**config.mk**
```make
export PLATFORM = sky130hd
export DESIGN_NAME = channel_fault_capture_flags
export DESIGN_NICKNAME = d
export VERILOG_FILES = /design/src/fault_types_pkg.sv /design/src/chan_diag.sv /design/src/channel_fault_capture_flags.sv /design/src/sync_2ff.sv
export VERILOG_INCLUDE_DIRS = /design/src /design/src/src
export SDC_FILE = /design/constraint.sdc
export NUM_CORES = 1
export LEC_CHECK = 0
export BUFFER_PORTS_ARGS = -buffer_cell sky130_fd_sc_hd__buf_4
export CAP_MARGIN = 20
export CORE_MARGIN = 4
export CORE_UTILIZATION = 60
export DETAILED_ROUTE_END_ITERATION = 12
export PLACE_DENSITY = 0.77
export SYNTH_ARGS = -nofsm -noshare
export SYNTH_HDL_FRONTEND = slang
export SYNTH_SLANG_ARGS = --single-unit
```
**constraint.sdc**
```tcl
create_clock -name clk -period 2.4 [get_ports clk]
set_input_delay 0.48 -clock clk [delete_from_list [all_inputs] [get_ports clk]]
set_output_delay 0.48 -clock clk [all_outputs]
set_load 0.01 [all_outputs]
```
**src/fault_map.svh**
```systemverilog
`ifndef FAULT_MAP_SVH
`define FAULT_MAP_SVH

// Clock rate, channel count, frame width and counter width
`define CLK_MHZ        250
`define NUM_CH         6
`define FRAME_BITS     16
`define CNT_W          12

// Timer lengths in ns, rounded up to whole clock cycles
`define T_BL_ON_NS     2000
`define T_BL_OFF_NS    4000
`define T_FILT_NS      1000
`define CYC_BL_ON      ((`T_BL_ON_NS * `CLK_MHZ + 999) / 1000)
`define CYC_BL_OFF     ((`T_BL_OFF_NS * `CLK_MHZ + 999) / 1000)
`define CYC_FILT       ((`T_FILT_NS * `CLK_MHZ + 999) / 1000)

// Two-bit channel fault codes
`define CODE_NONE      2'h0
`define CODE_OPEN      2'h1
`define CODE_GND       2'h2
`define CODE_SHORT     2'h3

`endif

```
**src/fault_types_pkg.sv**
```systemverilog
package fault_types_pkg;

    typedef logic [1:0] fault_code_t;

    typedef enum logic [2:0] {
        TMR_IDLE   = 3'b001,
        TMR_BLANK  = 3'b010,
        TMR_FILTER = 3'b100
    } timer_state_t;

endpackage : fault_types_pkg

```
**src/chan_diag.sv**
```systemverilog
`timescale 1ns/10ps
`include "fault_map.svh"
module chan_diag (
    input  wire logic                        clk,
    input  wire logic                        srst,
    input  wire logic                        diag_en,
    input  wire logic                        restart_all,
    input  wire logic                        cmd_on,
    input  wire logic                        above_ol,
    input  wire logic                        below_sg,
    input  wire logic                        above_short,
    output logic                             sample_p,
    output fault_types_pkg::fault_code_t     sample_code,
    output fault_types_pkg::fault_code_t     det_code
);
    import fault_types_pkg::*;

    localparam logic [`CNT_W-1:0] CYC_ON  = `CNT_W'(`CYC_BL_ON);
    localparam logic [`CNT_W-1:0] CYC_OFF = `CNT_W'(`CYC_BL_OFF);
    localparam logic [`CNT_W-1:0] CYC_FF  = `CNT_W'(`CYC_FILT);

    fault_code_t       raw;
    fault_code_t       raw_d_r;
    logic              cmd_d_r;
    timer_state_t      state_r;
    logic [`CNT_W-1:0] cnt_r;
    logic              expire;

    // Reference choice follows the commanded state
    always_comb begin
        if (cmd_on) begin
            raw = above_short ? `CODE_SHORT : `CODE_NONE;
        end else if (above_ol) begin
            raw = `CODE_NONE;
        end else if (below_sg) begin
            raw = `CODE_GND;
        end else begin
            raw = `CODE_OPEN;
        end
    end

    assign expire = (state_r != TMR_IDLE) && (cnt_r == `CNT_W'(1));

    always_ff @(posedge clk) begin
        if (srst) begin
            cmd_d_r <= 1'b0;
            raw_d_r <= `CODE_NONE;
        end else begin
            cmd_d_r <= cmd_on;
            raw_d_r <= raw;
        end
    end

    // ****************************************************
    // Blanking and filter timer
    // ****************************************************
    always_ff @(posedge clk) begin
        if (srst || !diag_en) begin
            state_r <= TMR_IDLE;
            cnt_r   <= '0;
        end else if (restart_all || cmd_on != cmd_d_r) begin
            state_r <= TMR_BLANK;
            cnt_r   <= cmd_on ? CYC_ON : CYC_OFF;
        end else begin
            case (state_r)
                TMR_IDLE: begin
                    if (raw != raw_d_r) begin
                        state_r <= TMR_FILTER;
                        cnt_r   <= CYC_FF;
                    end
                end
                TMR_FILTER: begin
                    if (raw != raw_d_r) begin
                        cnt_r <= CYC_FF;
                    end else if (expire) begin
                        state_r <= TMR_IDLE;
                    end else begin
                        cnt_r <= cnt_r - `CNT_W'(1);
                    end
                end
                TMR_BLANK: begin
                    if (expire) begin
                        state_r <= TMR_IDLE;
                    end else begin
                        cnt_r <= cnt_r - `CNT_W'(1);
                    end
                end
                default: begin
                    state_r <= TMR_IDLE;
                end
            endcase
        end
    end

    // Result is taken only when a timer runs out
    always_ff @(posedge clk) begin
        if (srst || !diag_en) begin
            sample_p    <= 1'b0;
            sample_code <= `CODE_NONE;
            det_code    <= `CODE_NONE;
        end else begin
            sample_p <= expire && !(restart_all || cmd_on != cmd_d_r)
                        && !(state_r == TMR_FILTER && raw != raw_d_r);
            if (expire) begin
                sample_code <= raw;
                det_code    <= raw;
            end
        end
    end
endmodule : chan_diag

```
**src/channel_fault_capture_flags.sv**
```systemverilog
`timescale 1ns/10ps
`include "fault_map.svh"
module channel_fault_capture_flags #(
    parameter int NCH = `NUM_CH
) (
    input  wire logic                   clk,
    input  wire logic                   srst,
    input  wire logic                   master_enable_a,
    input  wire logic                   master_enable_b,
    input  wire logic                   frame_select_n,
    input  wire logic                   frame_valid,
    input  wire logic [NCH-1:0]         parallel_channel_cmd,
    input  wire logic [NCH-1:0]         serial_channel_cmd,
    input  wire logic [NCH-1:0]         channel_mask,
    input  wire logic [NCH-1:0]         drain_above_open_ref,
    input  wire logic [NCH-1:0]         drain_below_gnd_ref,
    input  wire logic [NCH-1:0]         drain_above_short_ref,
    input  wire logic                   drain_status_flag_n_i,
    output logic                        drain_status_flag_n_o,
    output logic                        drain_status_flag_n_oe_n,
    input  wire logic                   fault_flag_n_i,
    output logic                        fault_flag_n_o,
    output logic                        fault_flag_n_oe_n,
    output logic                        bias_enable,
    output logic                        offstate_diag_en,
    output logic [`FRAME_BITS-1:0]      shift_load_data,
    output logic                        shift_load,
    output logic                        reg_write_allow,
    output logic                        status_line_low,
    output logic                        fault_line_low
);
    import fault_types_pkg::*;

    // ****************************************************
    // Synchronisers
    // ****************************************************
    logic           ena_a;
    logic           ena_b;
    logic           sel;
    logic [NCH-1:0] above_ol;
    logic [NCH-1:0] below_sg;
    logic [NCH-1:0] above_short;
    logic           stat_line;
    logic           flt_line;

    sync_2ff #(
        .W (1)
    ) u_sync_ena_a (
        .clk  (clk),
        .srst (srst),
        .d    (master_enable_a),
        .q    (ena_a)
    );

    sync_2ff #(
        .W (1)
    ) u_sync_ena_b (
        .clk  (clk),
        .srst (srst),
        .d    (master_enable_b),
        .q    (ena_b)
    );

    // Select is inverted so that an idle line reads as zero
    sync_2ff #(
        .W (1)
    ) u_sync_sel (
        .clk  (clk),
        .srst (srst),
        .d    (~frame_select_n),
        .q    (sel)
    );

    sync_2ff #(
        .W (NCH)
    ) u_sync_open (
        .clk  (clk),
        .srst (srst),
        .d    (drain_above_open_ref),
        .q    (above_ol)
    );

    sync_2ff #(
        .W (NCH)
    ) u_sync_gnd (
        .clk  (clk),
        .srst (srst),
        .d    (drain_below_gnd_ref),
        .q    (below_sg)
    );

    sync_2ff #(
        .W (NCH)
    ) u_sync_short (
        .clk  (clk),
        .srst (srst),
        .d    (drain_above_short_ref),
        .q    (above_short)
    );

    sync_2ff #(
        .W (1)
    ) u_sync_stat (
        .clk  (clk),
        .srst (srst),
        .d    (~drain_status_flag_n_i),
        .q    (stat_line)
    );

    sync_2ff #(
        .W (1)
    ) u_sync_flt (
        .clk  (clk),
        .srst (srst),
        .d    (~fault_flag_n_i),
        .q    (flt_line)
    );

    // ****************************************************
    // Edge detection
    // ****************************************************
    logic both_d_r;
    logic sel_d_r;
    logic both_en;
    logic restart_all;
    logic sel_fall;
    logic sel_rise;

    always_ff @(posedge clk) begin
        if (srst) begin
            both_d_r <= 1'b0;
        end else begin
            both_d_r <= both_en;
        end
    end

    always_ff @(posedge clk) begin
        if (srst) begin
            sel_d_r <= 1'b0;
        end else begin
            sel_d_r <= sel;
        end
    end

    assign both_en     = ena_a && ena_b;
    assign restart_all = both_en && !both_d_r;
    assign sel_fall    = sel && !sel_d_r;
    assign sel_rise    = !sel && sel_d_r;

    // ****************************************************
    // Per-channel classification and timers
    // ****************************************************
    logic [NCH-1:0] cmd_on;
    logic [NCH-1:0] sample_p;
    fault_code_t    sample_code [NCH];
    fault_code_t    det_code    [NCH];

    assign cmd_on = parallel_channel_cmd | serial_channel_cmd;

    for (genvar i = 0; i < NCH; i++) begin : g_ch
        chan_diag u_chan (
            .clk         (clk),
            .srst        (srst),
            .diag_en     (both_en),
            .restart_all (restart_all),
            .cmd_on      (cmd_on[i]),
            .above_ol    (above_ol[i]),
            .below_sg    (below_sg[i]),
            .above_short (above_short[i]),
            .sample_p    (sample_p[i]),
            .sample_code (sample_code[i]),
            .det_code    (det_code[i])
        );
    end

    // ****************************************************
    // Fault latches
    // ****************************************************
    fault_code_t    latch_r [NCH];
    logic           rearm;
    logic [NCH-1:0] held;
    logic [NCH-1:0] capture;

    // Valid frame end re-arms; the current detection is recaptured at once
    assign rearm = sel_rise && frame_valid;

    // A held latch ignores new samples until the next valid frame end
    always_comb begin
        for (int i = 0; i < NCH; i++) begin
            held[i]    = latch_r[i] != `CODE_NONE;
            capture[i] = !held[i] && sample_p[i] && sample_code[i] != `CODE_NONE;
        end
    end

    always_ff @(posedge clk) begin
        for (int i = 0; i < NCH; i++) begin
            if (srst || !ena_a) begin
                latch_r[i] <= `CODE_NONE;
            end else if (rearm) begin
                latch_r[i] <= det_code[i];
            end else if (capture[i]) begin
                latch_r[i] <= sample_code[i];
            end
        end
    end

    // ****************************************************
    // Serial frame interface
    // ****************************************************
    always_ff @(posedge clk) begin
        if (srst) begin
            shift_load <= 1'b0;
        end else begin
            shift_load <= sel_fall;
        end
    end

    // Writes are allowed only after a valid frame end
    always_ff @(posedge clk) begin
        if (srst) begin
            reg_write_allow <= 1'b0;
        end else begin
            reg_write_allow <= rearm;
        end
    end

    // Unused upper bits of the frame stay zero
    always_ff @(posedge clk) begin
        if (srst) begin
            shift_load_data <= '0;
        end else if (sel_fall) begin
            for (int i = 0; i < NCH; i++) begin
                shift_load_data[2*i +: 2] <= latch_r[i];
            end
        end
    end

    // ****************************************************
    // Status and fault flags
    // ****************************************************
    logic [NCH-1:0] low_fb;
    logic [NCH-1:0] faulted;
    logic           stat_set;
    logic           flt_set;

    always_comb begin
        for (int i = 0; i < NCH; i++) begin
            low_fb[i]  = !above_ol[i] && !channel_mask[i];
            faulted[i] = held[i] && !channel_mask[i];
        end
    end

    // Select line idle high on two samples, so the flag drops as a frame starts
    assign stat_set = ena_a && (|low_fb);
    assign flt_set  = both_en && !sel && !sel_d_r && (|faulted);

    // ****************************************************
    // Flag and enable outputs
    // ****************************************************
    always_ff @(posedge clk) begin
        if (srst) begin
            drain_status_flag_n_oe_n <= 1'b1;
        end else begin
            drain_status_flag_n_oe_n <= !stat_set;
        end
    end

    always_ff @(posedge clk) begin
        if (srst) begin
            fault_flag_n_oe_n <= 1'b1;
        end else begin
            fault_flag_n_oe_n <= !flt_set;
        end
    end

    // Bias currents run only with both enables high
    always_ff @(posedge clk) begin
        if (srst) begin
            bias_enable <= 1'b0;
        end else begin
            bias_enable <= both_en;
        end
    end

    // Off-state checks run only with both enables high
    always_ff @(posedge clk) begin
        if (srst) begin
            offstate_diag_en <= 1'b0;
        end else begin
            offstate_diag_en <= both_en;
        end
    end

    // Read-back of the shared open-drain lines
    always_ff @(posedge clk) begin
        if (srst) begin
            status_line_low <= 1'b0;
        end else begin
            status_line_low <= stat_line;
        end
    end

    always_ff @(posedge clk) begin
        if (srst) begin
            fault_line_low <= 1'b0;
        end else begin
            fault_line_low <= flt_line;
        end
    end

    // Open-drain pins only ever pull low
    assign drain_status_flag_n_o = 1'b0;
    assign fault_flag_n_o        = 1'b0;

endmodule : channel_fault_capture_flags

```
**src/sync_2ff.sv**
```systemverilog
`timescale 1ns/10ps
module sync_2ff #(
    parameter int W = 1
) (
    input  wire logic         clk,
    input  wire logic         srst,
    input  wire logic [W-1:0] d,
    output logic      [W-1:0] q
);
    logic [W-1:0] meta_r;

    always_ff @(posedge clk) begin
        if (srst) begin
            meta_r <= '0;
            q      <= '0;
        end else begin
            meta_r <= d;
            q      <= meta_r;
        end
    end
endmodule : sync_2ff

```
Yosys cells after proc, flatten, opt, wreduce, memory -nomap -nowiden
Memories as Yosys holds them, arrays and structs flattened. Index checks and enable logic that the tools add are counted.

Register bits: 192. Bits in writable memories: 12. Input bits: 44. Output and inout bits: 26. Word-level logic and storage cells: 433. Memories: 1.

$add $sub $neg: 6. Equal/unequal tests: 66. Multiplexer cells: 131. Bitwise operators: 16. Reductions and logical operators: 146.

Memory list: latch_r (words 6, width 2, rd ports 6, clocked after memory_dff 0, wr ports 6, RTL line channel_fault_capture_flags.sv:179) `fault_code_t latch_r [NCH];`.

Operators with widths (number): two-way mux 12 bit (24); one-hot mux 12 bit (3 select lines) (6); two-way mux 2 bit (42); == test 12 x 1 -> 1 bit (second input constant) (6); subtractor 12 x 1 -> 12 bit (second input constant) (6); two-way mux 10 bit (6); logical AND 1 bit (57); two-way mux 3 bit (18); one-hot mux 3 bit (3 select lines) (6); logical NOT 1 bit (37); inequality test 3 x 1 -> 1 bit (second input constant) (12); AND reduction 2 bit (18); two-way mux 1 bit (29); nonzero test 2 bit (12); nonzero test 4 bit (6); == test 3 x 1 -> 1 bit (second input constant) (6); == test 3 x 2 -> 1 bit (second input constant) (6); == test 3 bit (second input constant) (6); inequality test 3 x 2 -> 1 bit (second input constant) (6); inequality test 2 x 1 -> 1 bit (second input constant) (6); inequality test 2 bit (6); inequality test 2 bit (second input constant) (6); bitwise OR 1 bit (12); OR reduction 2 bit (6); other kinds (5) (20).

Longest topological paths before layout
Gate-level depths: netlist of the first run. An unclocked memory read counts as a cell.

Depth in word-level cells: 10. Mapped depth: 9. Gate-level depth less buffers: 9.

Hierarchy
From an unflattened synthesis of the first run, not the netlist that was laid out.

Cell total of the unflattened synthesis: 1218. Area, all modules: 10641.5 um^2.

By module, submodules not included: chan_diag (times used 6, cells each 162, area each 1301.2 um^2, seq. area each 420.4 um^2); channel_fault_capture_flags (times used 1, cells each 151, area each 1471.4 um^2, seq. area each 760.7 um^2); sync_2ff at u_sync_gnd ... (times used 3, cells each 25, area each 366.6 um^2, seq. area each 240.2 um^2); sync_2ff at u_sync_ena_a ... (times used 5, cells each 4, area each 52.6 um^2, seq. area each 40.0 um^2).

Worst setup path before layout of the first run
No wires, ideal clock.

Kind: input to register. Start point: input serial_channel_cmd[1]. End point: register g_ch[1].u_chan.cnt_r[10]. Setup time: 74 ps. Arrival time: 2195 ps. Data required time: 2326 ps. Slack: 131 ps. Stages: 7. Path buffers: 0. Cell sequence: or4b_4 > a21boi_4 > o221ai_2 > a21oi_4 > nand2_2 > or3_1 > a31oi_1.

Cells in the longest elaborated chain, start to end: 6.

Ends and longest elaborated chain: from (decl) (RTL line channel_fault_capture_flags.sv:13) `input wire logic [NCH-1:0] serial_channel_cmd,`; bitwise OR 6 bit * (RTL line channel_fault_capture_flags.sv:158) `assign cmd_on = parallel_channel_cmd | serial_channel_cmd;`; two-way mux 2 bit (RTL line chan_diag.sv:31) `if (cmd_on) begin`; inequality test 2 bit (RTL line chan_diag.sv:67, chan_diag.sv:73); two-way mux 12 bit (RTL line chan_diag.sv:73) `if (raw != raw_d_r) begin`; one-hot mux 12 bit (3 select lines) (RTL line chan_diag.sv:65) `case (state_r)`; two-way mux 12 bit (RTL line chan_diag.sv:61) `end else if (restart_all || cmd_on != cmd_d_r) begin`; to (signal assigned) (RTL line chan_diag.sv:63) `cnt_r <= cmd_on ? CYC_ON : CYC_OFF;`; to (signal assigned) (RTL line chan_diag.sv:78) `` cnt_r <= cnt_r - `CNT_W'(1); ``; to (signal assigned) (RTL line chan_diag.sv:85) `` cnt_r <= cnt_r - `CNT_W'(1); ``; to (decl) (RTL line chan_diag.sv:26) `` logic [`CNT_W-1:0] cnt_r; ``.

Every way passes the cells marked *; elsewhere a longest branch is shown, timed or not. A chain may end at the register's enable or synchronous reset.

Final worst setup path of the first run
Start point: register u_sync_open.q[3]. End point: register g_ch[3].u_chan.cnt_r[9].

Cells in the longest elaborated chain, start to end: 6.

Ends and longest elaborated chain: from (decl) (RTL line sync_2ff.sv:8) `output logic [W-1:0] q`; from (signal assigned) (RTL line sync_2ff.sv:18) `q <= meta_r;`; two-way mux 2 bit * (RTL line chan_diag.sv:33) `end else if (above_ol) begin`; two-way mux 2 bit * (RTL line chan_diag.sv:31); inequality test 2 bit * (RTL line chan_diag.sv:67, chan_diag.sv:73); two-way mux 12 bit (RTL line chan_diag.sv:73); one-hot mux 12 bit (3 select lines) (RTL line chan_diag.sv:65); two-way mux 12 bit (RTL line chan_diag.sv:61); to (signal assigned) (RTL line chan_diag.sv:63); to (signal assigned) (RTL line chan_diag.sv:78); to (signal assigned) (RTL line chan_diag.sv:85); to (decl) (RTL line chan_diag.sv:26).

Marked as above.

==> results.md, run 1 <==
- DR DRC count: 0
- Most frequent cells in the layout: dfxtp_1, nor2_1, buf_4
- VDD IR-drop max: about 0.55 mV
- Number of enable flip-flop cells after synthesis: 12
- Synth top area cells: dfxtp_1, nor2_1, a21oi_1, nand2_1, edfxtp_1
- Global-route wire length before repair: between 30000 and 40000 um
- Slowest CP cell: or4b_1
- WL/cell: ~16 um
- Ys flop type: dfxtp_1
- Netlist cell types: 83
- Pre-CTS setup slack: -0.06628 ns
- RSZ-0062 raised after global routing: false
- Post-synth top area share: 0.4040
- RD Place Congestion: about 0.94
- Die W: around 130 um
- Routed wire length: between 20000 and 25000 um
- Seq/Total Area, Yosys: 0.4419
- Vias in the first global route: ~8000
- Largest family of logic cells by synthesized area: simple AND/OR/NAND/NOR gates
- Die height: approximately 130 um
- # diodes: 0
- HPWL after detailed placement: about 16000 um
- Synth Cell Area: 9514 sq um
- H-tree levels: 1
- Period minus WS final: 2.202 ns
- Post-placement cell count: 1431
- Worst-path cell chain: or4b_1 -> nand3_1 -> nand4b_2 -> a21o_1 -> nor3_2 -> a21oi_1 -> nor4_1
- Worst EP arrival: between 2 and 3 ns
- Final period utilization: 0.9177
- Nets: approximately 1300
- Iteration count of the initial detailed-routing pass: 6
- Post-Synth Adder-Cell Area: 0.01578
- Slew margin rel.: 0.4392
- Cell Pwr Density: roughly 660 nW/um^2
- Setup ws final: between 0.15 and 0.2 ns
- Clk pwr share: 0.445
- Mux cell area share after synthesis: 0.001184
- Compound-cell area share of the yosys netlist: 0.2028
- Setup crit start kind: flop
- Grt ovf: 0
- Initial Util: 0.6190
- Final instance area: around 11000 sq um
- Switch share: 0.2302
- Leak Pwr: 4.385 nW
- Total number of vias: 8667
- Outcome: finished clean
- Tot Pwr: between 7 and 8 mW
- Deepest clock path buffer count: 3
- Simple-gate share of the synthesized area: 0.2855
- Largest net degree at the start of global routing: 81
- Num ports: 70
- Data required, critical path: around 2.8 ns
- Max-Cap Viols: 0
- Overall Global Routing Usage: 0.2521
- Clk_lat worst skew: 0.50 ns
- Flop pwr share: 0.470
- Worst hold path type: in2reg
- PortBufs: between 60 and 70
- CP Max Fanout: 5
- Skew final: approximately 0.0061 ns
- Placed cell area: 10590 sq um
- CTS tree: yes
- Clk pin slew, worst setup/hold paths: roughly 0.060 ns
- Ys async rst share: 0
- Avg Cell Area, Syn: about 8.4 sq um
- Root Buffer: clkbuf_16
- Crit path max-delay family: simple AND/OR/NAND/NOR gates
- Worst-Margin Slew: approximately 0.84 ns
- Peak Freq: approximately 0.45 GHz
- Internal power of the cells: 5.767 mW
- Logic pwr share: 0.085
- Post-route ant nets: 0
- Synth area leader: dfxtp_1
- Final Slew Violations: 0
- Critical path type: reg2reg
- YS warnings: 0
- CTS buffer count: 22
- #FFs+latches synth: 204
- Buf/Inv on CP: 0
- Hold Violations, Final: 0
- Clock sinks: between 200 and 250
- Switching power: around 1.7 mW
- Slowest stage delay, CP: between 0.6 and 0.7 ns
- Initial antenna violation count: 0
- Layout area overhead: 19.28%
- Leading cell type in the layout, fill and taps excluded: dfxtp_1
- DIE AREA: approximately 18000 sq um
- Vias/cell: slightly below 6
- Setup violators final: 0
- Fin Hold WS: between 0.1 and 0.15 ns
- Layout cells sized above 1: 0.1538
- Syn Inst Count: approximately 1100
- CORE AREA: ~15000 sq um
- Row cnt: 45
- Drt initial violations: between 700 and 800
- Post-route insts no fill: ~1500
- Crit end category: flop
- XOR/XNOR share of the synthesized area: 0.02301
==> power groups by stage <==
stage	Combinational (mW)	Sequential, mW	Clock [mW]
2_1_floorplan	0.399	3.58	0
3_3_place_gp	0.616	3.59	0
3_5_place_dp	0.627	3.59	0
4_1_cts	0.632	3.52	3.40
5_1_grt	0.707	3.52	3.53
6_report	0.638	3.52	3.34
==> per-stage QoR <==
step	utilization	TNS [ns]
final	0.7383	0
after global placement	0.6892	0
after floorplan	-	0
after global routing	0.7383	0
after CTS	0.7364	0
after detailed placement	0.6892	-0.1709
==> layer usage <==
layer  wire (um)  GRT usage
met5           0          0
met4         416    0.05486
met3        1752    0.03301
met2       10210     0.4048
met1       10460     0.3655
==> worst register-to-register path: stages (launching register included) <==
cell and delay, ns:
dfxtp_1 0.36, or4b_1 0.61, nand3_1 0.13, nand4b_2 0.18, a21o_1 0.29, nor3_2 0.21, a21oi_1 0.10, nor4_1 0.24
==> Yosys cell counts (4+ instances only) <==
| library cell | instances |
|---|---|
| a211o_1 | 5 |
| a211oi_1 | 19 |
| a21o_1 | 9 |
| a21oi_1 | 95 |
| a221oi_1 | 6 |
| a311oi_1 | 4 |
| a31oi_1 | 16 |
| and2_1 | 22 |
| and3_1 | 6 |
| buf_4 | 7 |
| clkbuf_1 | 35 |
| dfxtp_1 | 192 |
| edfxtp_1 | 12 |
| ha_1 | 12 |
| inv_1 | 22 |
| nand2_1 | 107 |
| nand2b_1 | 20 |
| nand3_1 | 23 |
| nand3b_1 | 9 |
| nand4_1 | 6 |
| nand4b_1 | 4 |
| nor2_1 | 135 |
| nor2b_1 | 57 |
| nor3_1 | 37 |
| nor3b_1 | 9 |
| nor4_1 | 21 |
| nor4b_1 | 7 |
| o21a_1 | 15 |
| o21ai_0 | 49 |
| o21ai_1 | 12 |
| o221ai_1 | 6 |
| o22ai_1 | 12 |
| o31ai_1 | 8 |
| or3_1 | 28 |
| or4_1 | 5 |
| or4b_1 | 4 |
| xnor2_1 | 19 |
| xor2_1 | 6 |
==> timing repair <==
action | CTS | global route
hold buffers | 0 | 0
hold endpoints to repair | 0 | 0
setup buffers | 0 | 1
gates resized for setup | 0 | 4
endpoints found under the setup margin | 0 | 9
==> registers in the layout, summed over array words and instances (netlist names), 10 cells and up <==
| signal | flops |
|---|---|
| g_ch.u_chan.state_r | 18 |
| g_ch.u_chan.raw_d_r | 12 |
| latch_r | 12 |
| g_ch.u_chan.cnt_r | 72 |
| shift_load_data | 12 |
| g_ch.u_chan.sample_code | 10 |
==> cell families after synthesis <==
family | after synthesis
mux | 1
fa+ha+maj | 12
buf+inv | 67
simple gates | 520
other cells | 1
xor+xnor | 25
compound gates | 299
flops | 204
==> path summary, 6_finish.rpt <==
check,from,end,slack (ns),cells after the start
worst min-delay path,frame_select_n,u_sync_sel.meta_r,0.12,2
worst max-delay path,u_sync_open.q[3],g_ch[3].u_chan.cnt_r[9],0.20,7
worst max register to register,u_sync_open.q[3],g_ch[3].u_chan.cnt_r[9],0.20,7
worst min register to register,u_sync_gnd.meta_r[2],u_sync_gnd.q[2],0.43,1
==> cell type report <==
cell class / instances / area (sq um)
Clock buffer: 33 / 654.4
Inverter: 23 / 86.33
Timing Repair Buffer: 131 / 996.0
Multi-Input combinational cell: 863 / 5072
Tap cell: 211 / 264.0
Clock inverter: 7 / 71.32
Sequential cell: 204 / 4204
Fill cell: 1191 / 4023
Note: power is estimated with default switching activity, not from simulation.
==> run 2, diff against run 1 <==
- BUFFER_PORTS_ARGS: -buffer_cell sky130_fd_sc_hd__buf_4 -> -buffer_cell sky130_fd_sc_hd__clkbuf_2
==> results.md, run 2 (synthesis results as in run 1) <==
- Outcome: finished clean (unchanged)
- Overall Global Routing Usage: 0.2604 (was 0.2521)
- Crit path launch: u_sync_open.q[3] (unchanged)
- Storage cell area: 4204 sq um (unchanged)
- Setup violators final: 0 (unchanged)
- Largest reg by FF count: g_ch.u_chan.cnt_r (unchanged)
- Buf/Inv on CP: 0 (unchanged)
- Skew final: 0.01112 ns (was 0.006091 ns)
- Final instance area: 11360 sq um (was 11350 sq um)
- Worst EP arrival: 2.67 ns (was 2.61 ns)
- Iteration count of the initial detailed-routing pass: 5 (was 6)
- Nets: 1307 (was 1301)
- Root Buffer: clkbuf_16 (unchanged)
- Worst hold path type: in2reg (unchanged)
- Met2 GRT Util: 0.4335 (was 0.4048)
- Data required, critical path: 2.79 ns (was 2.81 ns)
- Drt initial violations: 754 (was 780)
- Die height: 133.9 um (unchanged)
- Met3 Use GR: 0.03563 (was 0.03301)
- Met1 Track Usage GR: 0.3565 (was 0.3655)
- PortBufs: 63 (unchanged)
- Final period utilization: 0.9469 (was 0.9177)
- WL/cell: 15.96 um (was 15.52 um)
- Clock sinks: 204 (unchanged)
- DR DRC count: 0 (unchanged)
- Grt peak-use layer: met2 (unchanged)
- Setup crit start kind: flop (unchanged)
- Vias/cell: 5.953 (was 5.888)
- Worst reg2reg path depth: 7 (unchanged)
- Slew margin rel.: 0.4437 (was 0.4392)
- Max reg flops: 72 (unchanged)
- Setup ws final: 0.1274 ns (was 0.1975 ns)
- Worst r2r src: u_sync_open.q[3] (unchanged)
- Fin Hold WS: 0.1511 ns (was 0.1232 ns)
- Crit end category: flop (unchanged)
- VDD IR-drop max: 0.5987 mV (was 0.5456 mV)
- Placed cell area: 10490 sq um (was 10590 sq um)
- Initial Util: 0.6190 (unchanged)
- RD Place Congestion: 0.9636 (was 0.9423)
- Area of the multi-input gates: 5107 sq um (was 5072 sq um)
- Global-route wire length before repair: 39480 um (was 38360 um)
- HPWL after detailed placement: 16490 um (was 16180 um)
- Layout cells sized above 1: 0.1627 (was 0.1538)
- Pre-CTS setup slack: -0.06669 ns (was -0.06628 ns)
- Crit path to: g_ch[3].u_chan.cnt_r[9] (unchanged)
- Final Slew Violations: 0 (unchanged)
- Reg2Reg Setup Slack: 0.13 ns (was 0.20 ns)
- Layout area overhead: 19.37% (was 19.28%)
- # diodes: 0 (unchanged)
- Number of fill cells: 1230 (was 1191)
- Clk pin slew, worst setup/hold paths: 0.06 ns (about the same)
- Worst reg2reg path endpoint: g_ch[3].u_chan.cnt_r[9] (unchanged)
- Post-route ant nets: 0 (unchanged)
- Row cnt: 45 (unchanged)
- Post-route insts no fill: 1477 (was 1472)
- DIE AREA: 17940 sq um (unchanged)
- Die W: 133.9 um (unchanged)
- CTS buffer count: 22 (unchanged)
- Biggest regs: g_ch.u_chan.cnt_r (72), g_ch.u_chan.state_r (18) (unchanged)
- Layout Utilization: 0.7389 (was 0.7383)
- CP Max Fanout: 6 (was 5)
- CORE AREA: 15370 sq um (unchanged)
- Crit path max-delay family: simple AND/OR/NAND/NOR gates (unchanged)
- Largest net degree at the start of global routing: 81 (unchanged)
- Cell Pwr Density: 687.7 nW/um^2 (was 660.2 nW/um^2)
- Peak Freq: 0.4400 GHz (was 0.4540 GHz)
- Leading cell type in the layout, fill and taps excluded: dfxtp_1 (unchanged)
- Routed wire length: 23570 um (was 22850 um)
- Slowest stage delay, CP: 0.61 ns (about the same)
- Post-placement cell count: 1437 (was 1431)
- Worst-Margin Slew: 0.8344 ns (was 0.8412 ns)
- Clk_lat worst skew: 0.50 ns (about the same)
- Most frequent cells in the layout: dfxtp_1, nor2_1, nand2_1 (was dfxtp_1, nor2_1, buf_4)
- Initial antenna violation count: 0 (unchanged)
- Tot Pwr: 7.810 mW (was 7.492 mW)
- Worst-path cell chain: or4b_1 -> nand3_1 -> nand4b_4 -> a21o_4 -> nor3_2 -> a21oi_1 -> nor4_1 (was or4b_1 -> nand3_1 -> nand4b_2 -> a21o_1 -> nor3_2 -> a21oi_1 -> nor4_1)
- Num ports: 70 (unchanged)
- Max-Cap Viols: 0 (unchanged)
- Setup tns final: 0 ns (unchanged)
- Critical path depth in cells: 7 (unchanged)
- Grt ovf: 0 (unchanged)
- CTS tree: yes (unchanged)
- Total number of vias: 8792 (was 8667)
- Slowest CP cell: or4b_1 (unchanged)
- Vias in the first global route: 8193 (was 8035)
- Deepest clock path buffer count: 3 (unchanged)
- H-tree levels: 1 (unchanged)
- Period minus WS final: 2.273 ns (was 2.202 ns)
- Hold Violations, Final: 0 (unchanged)
- Leak Pwr: 4.433 nW (was 4.385 nW)
- Critical path type: reg2reg (unchanged)
[run 2: cell types whose count changed in the layout (fill, tap and decap cells not counted), moves of 3 or more]
cell,delta
clkbuf_8,+3
clkbuf_2,+62
clkinvlp_4,-3
bufinv_16,+3
clkbuf_1,-4
buf_4,-58
[run 2: where the power goes]
group | total [mW] | leakage [nW] | internal, mW | switching, mW
registers | 3.52 | 1.70 | 3.48 | 0.0372
logic | 0.629 | 2.33 | 0.271 | 0.358
clock network | 3.66 | 0.395 | 2.33 | 1.33
total | 7.81 | 4.43 | 6.08 | 1.73
[run 2: per-layer routing]
metal | up-vias | wire [um]
li1 | 4307 | -
met1 | 4125 | 10450
met2 | 310 | 11080
met3 | 50 | 1509
met4 | 0 | 526
met5 | - | 0
[run 2: how the worst min path moves through the flow]
stage	startpoint	to	slack (ns)	cells after the start
6_report	drain_status_flag_n_i	u_sync_stat.meta_r	0.15	2
5_1_grt	drain_status_flag_n_i	u_sync_stat.meta_r	0.15	2
4_1_cts	fault_flag_n_i	u_sync_flt.meta_r	0.14	2
3_5_place_dp	u_sync_open.meta_r[2]	u_sync_open.q[2]	0.43	1
3_3_place_gp	u_sync_short.meta_r[2]	u_sync_short.q[2]	0.42	1
2_1_floorplan	u_sync_flt.q	fault_line_low	0.41	1
[run 2: final cells by class]
cell class              instances  area share
multi-input cells             863      0.4497
flip-flops and latches        204      0.3702
repair buffers                137     0.07888
clock buffers                  31     0.05773
well taps                     211     0.02325
clock inverters                 8     0.01267
inverters                      23    0.007602
[run 2: timing repair]
item                       in CTS  in global routing
setup endpoints to repair       0                 17
gates resized for setup         0                  9
setup buffers                   0                  1
hold buffers                    0                  0
